**config.mk**
```make
export PLATFORM = sky130hd
export DESIGN_NAME = gpib_dac_word_listener
export DESIGN_NICKNAME = d
export VERILOG_FILES = /design/src/common/listener_pkg.sv /design/src/verilog/char_fifo.sv /design/src/verilog/handshake_acceptor.sv /design/src/verilog/gpib_dac_word_listener.sv
export SDC_FILE = /design/constraint.sdc
export NUM_CORES = 1
export LEC_CHECK = 0
export BUFFER_PORTS_ARGS = -buffer_cell sky130_fd_sc_hd__buf_2
export CAP_MARGIN = 25
export CORE_ASPECT_RATIO = 0.6
export CORE_MARGIN = 10
export CORE_UTILIZATION = 40
export DETAILED_ROUTE_END_ITERATION = 10
export GPL_ROUTABILITY_DRIVEN = 0
export PLACE_DENSITY = 0.63
export SYNTH_ARGS = -nofsm -noshare
export SYNTH_HDL_FRONTEND = slang
export SYNTH_SLANG_ARGS = --single-unit
```
**constraint.sdc**
```tcl
create_clock -name clk_sys -period 6.6 [get_ports clk_sys]
set_input_delay 0 -clock clk_sys [delete_from_list [all_inputs] [get_ports clk_sys]]
set_output_delay 0 -clock clk_sys [all_outputs]
set_load 0.005 [all_outputs]
```
**src/common/listener_pkg.sv**
```systemverilog
// constants, encodings and state types shared by the bus listener design
// assumes a single 50 MHz system clock and bus lines already synchronous to it
package listener_pkg;

    // clock and timing
    localparam int CLK_PERIOD_NS = 20;
    localparam int ACCEPT_NS     = 20000;  // least time one character handshake takes
    localparam int ACCEPT_CYC    = (ACCEPT_NS + CLK_PERIOD_NS - 1) / CLK_PERIOD_NS;
    localparam int CONVERT_NS    = 100000; // converter settling time after a word update
    localparam int CONVERT_CYC   = (CONVERT_NS + CLK_PERIOD_NS - 1) / CLK_PERIOD_NS;

    // widths
    localparam int CHAR_W     = 7;
    localparam int ENTRY_W    = CHAR_W + 1;  // character plus its attention flag
    localparam int DIGIT_W    = 4;
    localparam int ADDR_W     = 5;
    localparam int MAG_W      = 12;
    localparam int WORD_LEN   = 4;
    localparam int FIFO_DEPTH = 8;

    // field positions inside a queued entry
    localparam int ENTRY_ATN_BIT = 7;
    localparam int GROUP_HI      = 6;
    localparam int GROUP_LO      = 5;

    // command encodings
    localparam logic [CHAR_W-1:0]  UNLISTEN_CHAR = 7'h3F;
    localparam logic [1:0]         LISTEN_GROUP  = 2'h1;
    localparam logic [ADDR_W-1:0]  ADDR_NONE     = 5'h1F;

    // digit meanings
    localparam logic [DIGIT_W-1:0] RANGE_HIGH_DIGIT = 4'h2;
    localparam logic [DIGIT_W-1:0] RANGE_LOW_DIGIT  = 4'h1;
    localparam logic [DIGIT_W-1:0] BCD_MAX          = 4'h9;
    localparam logic [1:0]         POS_RANGE        = 2'h0;
    localparam logic [1:0]         POS_MAG_HI       = 2'h1;
    localparam logic [1:0]         POS_MAG_MID      = 2'h2;
    localparam logic [1:0]         POS_MAG_LO       = 2'h3;
    localparam logic [MAG_W-1:0]   MAG_CLAMP        = 12'h000;

    typedef enum logic [1:0] {
        HS_IDLE    = 2'b00,
        HS_HOLD    = 2'b01,
        HS_RELEASE = 2'b10
    } hs_state_type;

    typedef enum logic [0:0] {
        WD_TAKE   = 1'b0,
        WD_SETTLE = 1'b1
    } wd_state_type;

endpackage

```
**src/verilog/char_fifo.sv**
```systemverilog
// synchronous first-in first-out buffer for received bus characters
// assumes one clock; flush empties it in one edge
`timescale 1ns/1ps
module char_fifo
    import listener_pkg::*;
#(
    parameter int WIDTH = ENTRY_W,
    parameter int DEPTH = FIFO_DEPTH
) (
    input  wire logic             clk_sys,
    input  wire logic             rst,
    input  wire logic             flush,
    input  wire logic             in_valid,
    output logic                  in_ready,
    input  wire logic [WIDTH-1:0] in_data,
    output logic                  out_valid,
    input  wire logic             out_ready,
    output logic      [WIDTH-1:0] out_data
);
    localparam int PTR_W = $clog2(DEPTH);

    // pointer arithmetic wraps naturally only for power-of-two depths
    if (DEPTH < 2 || (1 << PTR_W) != DEPTH || WIDTH < 1) begin : g_bad_param
        $error("char_fifo: depth must be a power of two of at least 2");
    end

    typedef struct packed {
        logic [DEPTH-1:0][WIDTH-1:0] mem;
        logic [PTR_W-1:0]            wr_ptr;
        logic [PTR_W-1:0]            rd_ptr;
        logic [PTR_W:0]              count;
    } fifo_state_type;

    fifo_state_type st;
    fifo_state_type next_st;
    logic           do_push;
    logic           do_pop;

    // honest flags straight from the occupancy count
    assign in_ready  = (st.count != (PTR_W+1)'(DEPTH));
    assign out_valid = (st.count != '0);
    assign out_data  = st.mem[st.rd_ptr];
    assign do_push   = in_valid && in_ready;
    assign do_pop    = out_valid && out_ready;

    // next occupancy, pointers and storage
    always_comb begin
        next_st = st;
        if (do_push) begin
            next_st.mem[st.wr_ptr] = in_data;
            next_st.wr_ptr         = st.wr_ptr + 1'b1;
        end
        if (do_pop) begin
            next_st.rd_ptr = st.rd_ptr + 1'b1;
        end
        next_st.count = st.count + (PTR_W+1)'(do_push) - (PTR_W+1)'(do_pop);
        if (flush) begin
            next_st.wr_ptr = '0;
            next_st.rd_ptr = '0;
            next_st.count  = '0;
        end
    end

    // register the state
    always_ff @(posedge clk_sys) begin
        if (rst) begin
            st <= '0;
        end else begin
            st <= next_st;
        end
    end

endmodule

```
**src/verilog/handshake_acceptor.sv**
```systemverilog
// three-wire acceptor handshake for one listener on the instrument bus
// assumes bus lines are true-asserted and synchronous; nrfd/ndac enables pull lines low
`timescale 1ns/1ps
module handshake_acceptor
    import listener_pkg::*;
#(
    parameter int HOLD_CYCLES = ACCEPT_CYC
) (
    input  wire logic              clk_sys,
    input  wire logic              rst,
    input  wire logic              abort,
    input  wire logic              dav,
    input  wire logic              atn,
    input  wire logic [CHAR_W-1:0] data_in,
    input  wire logic              push_ready,
    output logic                   push_valid,
    output logic      [ENTRY_W-1:0] push_data,
    output logic                   nrfd_oe,
    output logic                   ndac_oe
);
    localparam int CNT_W = $clog2(HOLD_CYCLES + 1);

    if (HOLD_CYCLES < 1) begin : g_bad_param
        $error("handshake_acceptor: hold time must be at least one cycle");
    end

    typedef struct packed {
        hs_state_type      state;
        logic [CNT_W-1:0]  cnt;
        logic              nrfd;
        logic              ndac;
        logic              valid;
        logic [ENTRY_W-1:0] data;
    } hs_reg_type;

    hs_reg_type st;
    hs_reg_type next_st;

    assign push_valid = st.valid;
    assign push_data  = st.data;
    assign nrfd_oe    = st.nrfd;
    assign ndac_oe    = st.ndac;

    // one character per pass: ready, latch on data valid, hold, release, rearm
    always_comb begin
        next_st       = st;
        next_st.valid = 1'b0;
        case (st.state)
            HS_IDLE: begin
                next_st.ndac = 1'b1;
                next_st.nrfd = !push_ready; // RL1
                if (dav && !st.nrfd) begin
                    next_st.valid = 1'b1;
                    next_st.data  = {atn, data_in}; // RL4
                    next_st.nrfd  = 1'b1;
                    next_st.cnt   = '0;
                    next_st.state = HS_HOLD;
                end
            end
            HS_HOLD: begin
                next_st.cnt = st.cnt + 1'b1;
                if (st.cnt == CNT_W'(HOLD_CYCLES - 1)) begin
                    next_st.ndac  = 1'b0; // RL2
                    next_st.state = HS_RELEASE;
                end
            end
            HS_RELEASE: begin
                // talker withdraws data valid before we claim the next cycle
                if (!dav) begin
                    next_st.ndac  = 1'b1; // RL1
                    next_st.state = HS_IDLE;
                end
            end
            default: begin
                next_st.state = HS_IDLE;
            end
        endcase
        if (abort) begin
            next_st.state = HS_IDLE;
            next_st.valid = 1'b0;
            next_st.nrfd  = 1'b1;
            next_st.ndac  = 1'b1;
        end
    end

    // register the state; lines held asserted in reset so no character slips by
    always_ff @(posedge clk_sys) begin
        if (rst) begin
            st       <= '0;
            st.state <= HS_IDLE;
            st.nrfd  <= 1'b1;
            st.ndac  <= 1'b1;
        end else begin
            st <= next_st;
        end
    end

endmodule

```
**src/verilog/gpib_dac_word_listener.sv**
```systemverilog
// listen-only digital front end of a programmable voltage source on an instrument bus
// assumes all bus inputs are true-asserted levels synchronous to clk_sys;
// power_good comes from the supply monitor, address switches are static
`timescale 1ns/1ps

// Function
// RL1 - every character is accepted with a DAV, NRFD, NDAC handshake
// RL2 - one character handshake takes about twenty microseconds
// RL3 - controller sends each word as exactly four consecutive digit characters
// RL4 - characters arrive as seven parallel bits, one per handshake
// RL5 - characters received with ATN asserted are commands, not data
// RL6 - only own listen address and unlisten act; other commands ignored
// RL7 - low five data bits compared with switch address, 31 usable values
// RL8 - own listen address sets listening, lights indicator, enables digit clock
// RL9 - unlisten clears listening, indicator off, digit clock disabled
// RL10 - interface clear resets listening like unlisten
// RL11 - digits captured only while listening and ATN deasserted
// RL12 - first digit selects range, next three give magnitude, MSD first
// RL13 - digit is low four data bits, bit four most significant
// RL14 - each data handshake advances sequencer writing next first-stage position
// RL15 - after fourth digit all four copy to second stage automatically
// RL16 - second stage drives converter and range, holds until next word
// RL17 - magnitude is twelve-bit three-digit BCD, 000 to 999; non-decimal digits still reach magnitude, with digit_error set
// RL18 - range digit two selects high range, one selects low
// RL19 - output clamped low around power transitions until valid word
// RL20 - controller must not add CR, LF or leading spaces
// RL21 - clearing listening returns sequencer to range position
module gpib_dac_word_listener
    import listener_pkg::*;
#(
    parameter int ACCEPT_CYCLES  = ACCEPT_CYC,
    parameter int CONVERT_CYCLES = CONVERT_CYC,
    parameter int QUEUE_DEPTH    = FIFO_DEPTH
) (
    input  wire logic              clk_sys,
    input  wire logic              rst,
    input  wire logic              atn,
    input  wire logic              ifc,
    input  wire logic              dav,
    input  wire logic [CHAR_W-1:0] data_in,
    input  wire logic [ADDR_W-1:0] address_switch,
    input  wire logic              power_good,
    output logic                   nrfd_oe,
    output logic                   ndac_oe,
    output logic                   listening_led,
    output logic      [MAG_W-1:0]  magnitude,
    output logic                   range_high,
    output logic                   range_low,
    output logic                   output_clamp,
    output logic                   word_strobe,
    output logic                   digit_error
);
    localparam int SET_W = $clog2(CONVERT_CYCLES + 1);

    // the settle counter and word layout assume at least one cycle per update
    if (CONVERT_CYCLES < 1) begin : g_bad_param
        $error("gpib_dac_word_listener: settle time must be at least one cycle");
    end

    typedef struct packed {
        wd_state_type                    state;
        logic [SET_W-1:0]                settle_cnt;
        logic                            listening;
        logic [1:0]                      position;
        logic [WORD_LEN-1:0][DIGIT_W-1:0] stage1;
        logic                            stage1_bad;
        logic [MAG_W-1:0]                out_mag;
        logic                            out_high;
        logic                            out_low;
        logic                            clamp;
        logic                            strobe;
        logic                            bad;
    } word_reg_type;

    word_reg_type st;
    word_reg_type next_st;

    // handshake to queue
    logic               push_valid;
    logic               push_ready;
    logic [ENTRY_W-1:0] push_data;

    // queue to word assembler
    logic               pop_valid;
    logic               pop_ready;
    logic [ENTRY_W-1:0] pop_data;

    // decoded view of the entry at the head of the queue
    logic               head_atn;
    logic [CHAR_W-1:0]  head_char;
    logic [DIGIT_W-1:0] head_digit;
    logic               head_is_my_listen;
    logic               head_is_unlisten;
    logic               head_taken;
    logic               take_digit;
    logic               digit_bad;

    // acceptor handshake; interface clear aborts a character in flight
    handshake_acceptor #(
        .HOLD_CYCLES (ACCEPT_CYCLES)
    ) u_acceptor (
        .clk_sys     (clk_sys),
        .rst         (rst),
        .abort       (ifc),
        .dav         (dav),
        .atn         (atn),
        .data_in     (data_in),
        .push_ready  (push_ready),
        .push_valid  (push_valid),
        .push_data   (push_data),
        .nrfd_oe     (nrfd_oe),
        .ndac_oe     (ndac_oe)
    );

    // the queue decouples the bus pace from the converter settling time;
    // when it fills the acceptor keeps NRFD asserted and the talker waits
    char_fifo #(
        .WIDTH     (ENTRY_W),
        .DEPTH     (QUEUE_DEPTH)
    ) u_queue (
        .clk_sys   (clk_sys),
        .rst       (rst),
        .flush     (ifc),
        .in_valid  (push_valid),
        .in_ready  (push_ready),
        .in_data   (push_data),
        .out_valid (pop_valid),
        .out_ready (pop_ready),
        .out_data  (pop_data)
    );

    // commands and data share the queue so their order on the bus is kept:
    // data sent before an unlisten still lands, data after it does not
    assign head_atn   = pop_data[ENTRY_ATN_BIT]; // RL5
    assign head_char  = pop_data[CHAR_W-1:0];
    assign head_digit = head_char[DIGIT_W-1:0]; // RL13

    // own listen address: listen group plus five low bits equal to the switches;
    // the all-ones switch setting is the unlisten code and never matches
    assign head_is_my_listen = head_atn
                            && (head_char[GROUP_HI:GROUP_LO] == LISTEN_GROUP)
                            && (head_char[ADDR_W-1:0] == address_switch)
                            && (address_switch != ADDR_NONE); // RL7
    assign head_is_unlisten  = head_atn && (head_char == UNLISTEN_CHAR); // RL6

    // the assembler only draws from the queue while not settling the converter
    assign pop_ready  = (st.state == WD_TAKE);
    assign head_taken = pop_valid && pop_ready;

    // a data character counts as a digit only while listening
    assign take_digit = head_taken && !head_atn && st.listening; // RL11
    assign digit_bad  = (head_digit > BCD_MAX);

    // top outputs come straight from the registered state
    assign listening_led = st.listening;
    assign magnitude     = st.out_mag;
    assign range_high    = st.out_high;
    assign range_low     = st.out_low;
    assign output_clamp  = st.clamp;
    assign word_strobe   = st.strobe;
    assign digit_error   = st.bad;

    // word assembler: listen state, digit sequencer, two latch stages, clamp
    always_comb begin
        next_st        = st;
        next_st.strobe = 1'b0;
        case (st.state)
            WD_TAKE: begin
                if (head_taken && head_atn) begin
                    // any other command is simply dropped after its handshake
                    if (head_is_my_listen) begin
                        next_st.listening = 1'b1; // RL8
                    end else if (head_is_unlisten) begin
                        next_st.listening = 1'b0; // RL9
                        next_st.position  = POS_RANGE; // RL21
                        next_st.stage1_bad = 1'b0;
                    end
                end
                if (take_digit) begin
                    // sequencer steps once per accepted data character
                    next_st.stage1[st.position] = head_digit; // RL14
                    next_st.position            = st.position + 1'b1; // RL14
                    next_st.stage1_bad          = st.stage1_bad || digit_bad;
                    if (st.position == POS_MAG_LO) begin
                        // fourth digit: move the whole word to the output stage
                        next_st.position = POS_RANGE;
                        next_st.stage1_bad = 1'b0;
                        next_st.out_mag  = {st.stage1[POS_MAG_HI],
                                            st.stage1[POS_MAG_MID],
                                            head_digit}; // RL12 RL15
                        next_st.out_high = (st.stage1[POS_RANGE] == RANGE_HIGH_DIGIT); // RL18
                        next_st.out_low  = (st.stage1[POS_RANGE] != RANGE_HIGH_DIGIT); // RL18
                        next_st.bad      = st.stage1_bad || digit_bad; // RL17
                        next_st.strobe   = 1'b1;
                        next_st.clamp    = 1'b0; // RL19
                        next_st.settle_cnt = '0;
                        next_st.state    = WD_SETTLE;
                    end
                end
            end
            WD_SETTLE: begin
                // hold off the next character until the converter has settled;
                // this is what lets the queue fill under a burst of words
                next_st.settle_cnt = st.settle_cnt + 1'b1;
                if (st.settle_cnt == SET_W'(CONVERT_CYCLES - 1)) begin
                    next_st.state = WD_TAKE;
                end
            end
            default: begin
                next_st.state = WD_TAKE;
            end
        endcase

        // interface clear drops listening and any partial word at once
        if (ifc) begin
            next_st.listening  = 1'b0; // RL10
            next_st.position   = POS_RANGE; // RL21
            next_st.stage1_bad = 1'b0;
        end

        // without good power the output stays clamped at the low level and
        // stays so after power returns until a full word has been received
        if (!power_good) begin
            next_st.clamp    = 1'b1; // RL19
            next_st.out_mag  = MAG_CLAMP; // RL19
            next_st.out_high = 1'b0;
            next_st.out_low  = 1'b1;
            next_st.strobe   = 1'b0;
        end
    end

    // register the state; outputs start clamped and the range latch at low
    always_ff @(posedge clk_sys) begin
        if (rst) begin
            st         <= '0;
            st.state   <= WD_TAKE;
            st.position <= POS_RANGE;
            st.out_mag <= MAG_CLAMP;
            st.out_low <= 1'b1;
            st.clamp   <= 1'b1;
        end else begin
            st <= next_st; // RL16
        end
    end

endmodule

```
==> results.sh <==
export IMPL_synth_area_leaders="dfxtp_1, mux2i_1, nor2_1"
export IMPL_via_count=4827
export IMPL_stdcell_count=928
export IMPL_vdd_drop_max_mv=0.182
export IMPL_synthesis_area_sq_mm=0.00642
export IMPL_power_frac_clock_pct=46.0
export IMPL_hp_class="primary input to flip-flop"
export IMPL_cts_buffers=17
export IMPL_critical_path_arrival_ns=3.53
export IMPL_p_leak_nw=2.92
export IMPL_fin_nets=745
export IMPL_syn_avg_cell_area_sq_um=9.20
export IMPL_fmax_mhz=309
export IMPL_final_common_cell="dfxtp_1"
export IMPL_drtAntennaViolNets=0
export IMPL_final_cell_mix="dfxtp_1, nor2_1, mux2i_1"
export IMPL_synth_top_cell_area_share_pct=44.9
export IMPL_r2r_start="u_queue.st[5]"
export IMPL_placed_area_sq_mm=0.00659
export IMPL_htree_levels=4
export IMPL_p_sw_share_pct=26.4
export IMPL_clock_path_buffers=2
export IMPL_pin_count=38
export IMPL_viasPerCell=5.20
export IMPL_hpwl_microns=9890
export IMPL_powerDensity_mw_per_mm2=292
export IMPL_hold_start="rst"
export IMPL_num_antenna_cells=0
export IMPL_crit_chain="nand2_1 > a2bb2oi_2 > a21oi_2 > nand2_1 > o21bai_1 > nor2_1"
export IMPL_wl_per_cell_microns=15.9
export IMPL_grt_start_max_net_pins=113
export IMPL_cp_common_cell="nand2_1"
export IMPL_cp_end_kind="flip-flop"
export IMPL_areaGrowthSynthToFinish_pct=14.5
export IMPL_clk_pin_slew_ns=0.06
export IMPL_grt_pass1_vias=4785
export IMPL_worstPathRequired_ns=6.90
export IMPL_start_util_pct=41.3
export IMPL_period_needed_ns=3.23
export IMPL_yosysWarnings=0
export IMPL_clock_latency_ns=0.42
export IMPL_die_w_microns=184
export IMPL_p_int_w=0.00158
export IMPL_place_inst=883
export IMPL_critical_path_slowest_cell="dfxtp_1"
export IMPL_crit_start="u_queue.st[5]"
export IMPL_cts_sinks=144
export IMPL_holdWs_ns=0.0104
export IMPL_outcome="finished, final reports clean"
export IMPL_num_rows=35
export IMPL_layout_drive_gt1_share_pct=13.8
export IMPL_ctsRootBufferMaster="clkbuf_16"
export IMPL_ys_types=55
export IMPL_seqPwrFrac_pct=42.7
export IMPL_worstMarginPinSlew_ns=0.926
export IMPL_cp_max_fo=26
export IMPL_drc_errors=0
export IMPL_synthCells=698
export IMPL_num_fill_cells=1454
export IMPL_rsz0062_at_grt="false"
export IMPL_finalCritPeriodShare_pct=49.0
export IMPL_tns_ns=0
export IMPL_synth_nets=731
export IMPL_maxSlewViolCount=0
export IMPL_async_reset_ff_share_pct=0
export IMPL_die_height_microns=118
export IMPL_combPwrFrac_pct=11.2
export IMPL_path_class="flip-flop to flip-flop"
export IMPL_cts_tree="yes"
export IMPL_cap_violations=0
export IMPL_ys_flop_type="dfxtp_1"
export IMPL_synth_edf_count=0
export IMPL_start_kind="flip-flop"
export IMPL_wl_microns=14700
export IMPL_cpPeakStageDelay_ns=0.88
export IMPL_fp_coreArea_sq_mm=0.0155
export IMPL_setup_violations=0
export IMPL_ys_ff_latch=144
export IMPL_p_sw_w=0.000566
export IMPL_die_area_sq_mm=0.0217
export IMPL_slew_headroom_pct=37.9
export IMPL_yosysSeqAreaShare_pct=44.9
export IMPL_worst_clock_skew_ns=0.0121
export IMPL_grt_use_total_pct=13.8
export IMPL_first_pass_iters=4
export IMPL_first_iter_violations=345
export IMPL_portBuffers=37
export IMPL_synth_top_area_cell="dfxtp_1"
export IMPL_hold_viol=0
export IMPL_gr_total_overflow=0
export IMPL_antenna_found_initial=0
export IMPL_stdcell_area_sq_mm=0.00735
export IMPL_grt_pass1_wl_microns=24400
-- final timing paths --
| check | slack [ns] | end | cells after the start |
|---|---|---|---|
| worst max-delay path | 3.37 | range_high | 6 |
| worst min-delay path | 0.01 | st[49] | 3 |
| worst max register to register | 3.37 | range_high | 6 |
| worst min register to register | 0.45 | magnitude[4] | 2 |
-- critical path, delay by kind of cell (launching register included) --
kind | cells | cell delay [ns]
AOI/OAI and AO/OA | 3 | 1.24
and+or+nand+nor | 3 | 1.01
DFF | 1 | 0.88
-- state kept, by name (all words and copies together) (netlist names), 8 cells and up --
signal / cells
magnitude: 12
st: 29
u_acceptor.push_data: 8
u_acceptor.st: 12
u_queue.st: 74
-- metal layers --
metal	vias up	share of wire, %	global-route usage (%)
met5	-	0	0
met2	94	44	21.3
met3	20	4.3	3.64
li1	2419	-	-
met1	2294	50	18.3
met4	0	1.6	4.33
-- kinds of logic after synthesis --
group           Yosys count  synth area share [%]
simple gates            284                  20.6
compound gates           81                  7.91
xor+xnor                 10                  1.48
buf+inv                  72                  5.45
mux                      92                  16.7
fa+ha+maj                15                  3.04
flops                   144                  44.9
-- area by class of cell --
type	instances	area, sq um	share of cell area (%)
clock buffer	18	439	5.97
timing repair buffer	54	368	5.00
multi-input combinational	482	3190	43.4
clock inverter	14	170	2.31
sequential	144	2880	39.2
inverter	13	48.8	0.664
tap	203	254	3.45
-- per-stage QoR --
stage / worst slack (ns) / total power, W / utilization [%]
2_1_floorplan: 4.12 / 0.00112 / -
4_1_cts: 3.06 / 0.00215 / 47.0
6_report: 3.37 / 0.00215 / 47.3
3_5_place_dp: 3.06 / 0.00116 / 42.4
5_1_grt: 3.08 / 0.00224 / 47.3
3_3_place_gp: 3.23 / 0.00114 / 42.4
-- power groups by stage --
stage               registers [W]  logic, W  clock network, W
floorplan                0.000913  0.000202                 0
global placement         0.000946  0.000198                 0
detailed placement       0.000949  0.000213                 0
CTS                      0.000930  0.000220           0.00100
global route             0.000921  0.000267           0.00105
finish                   0.000917  0.000241          0.000988
-- what timing repair did --
| action | 4_1_cts | 5_1_grt |
|---|---|---|
| setup buffers | 0 | 0 |
| hold buffers | 11 | 0 |
| resized for setup | 0 | 0 |
| endpoints found under the hold margin | 12 | 0 |
-- synthesized netlist by cell type (all sizes together), types with 4 or more instances --
library cell / instances
a21o: 5
a21oi: 51
and3: 4
buf: 26
clkbuf: 33
dfxtp: 144
ha: 14
inv: 13
mux2: 6
mux2i: 77
mux4: 9
nand2: 61
nand2b: 6
nand3: 29
nand3b: 9
nand4: 10
nor2: 120
nor2b: 4
nor3: 11
o21ai: 6
or2: 8
or3: 5
xnor2: 4
xor2: 6
No activity file was read; power rests on OpenSTA's default activity.
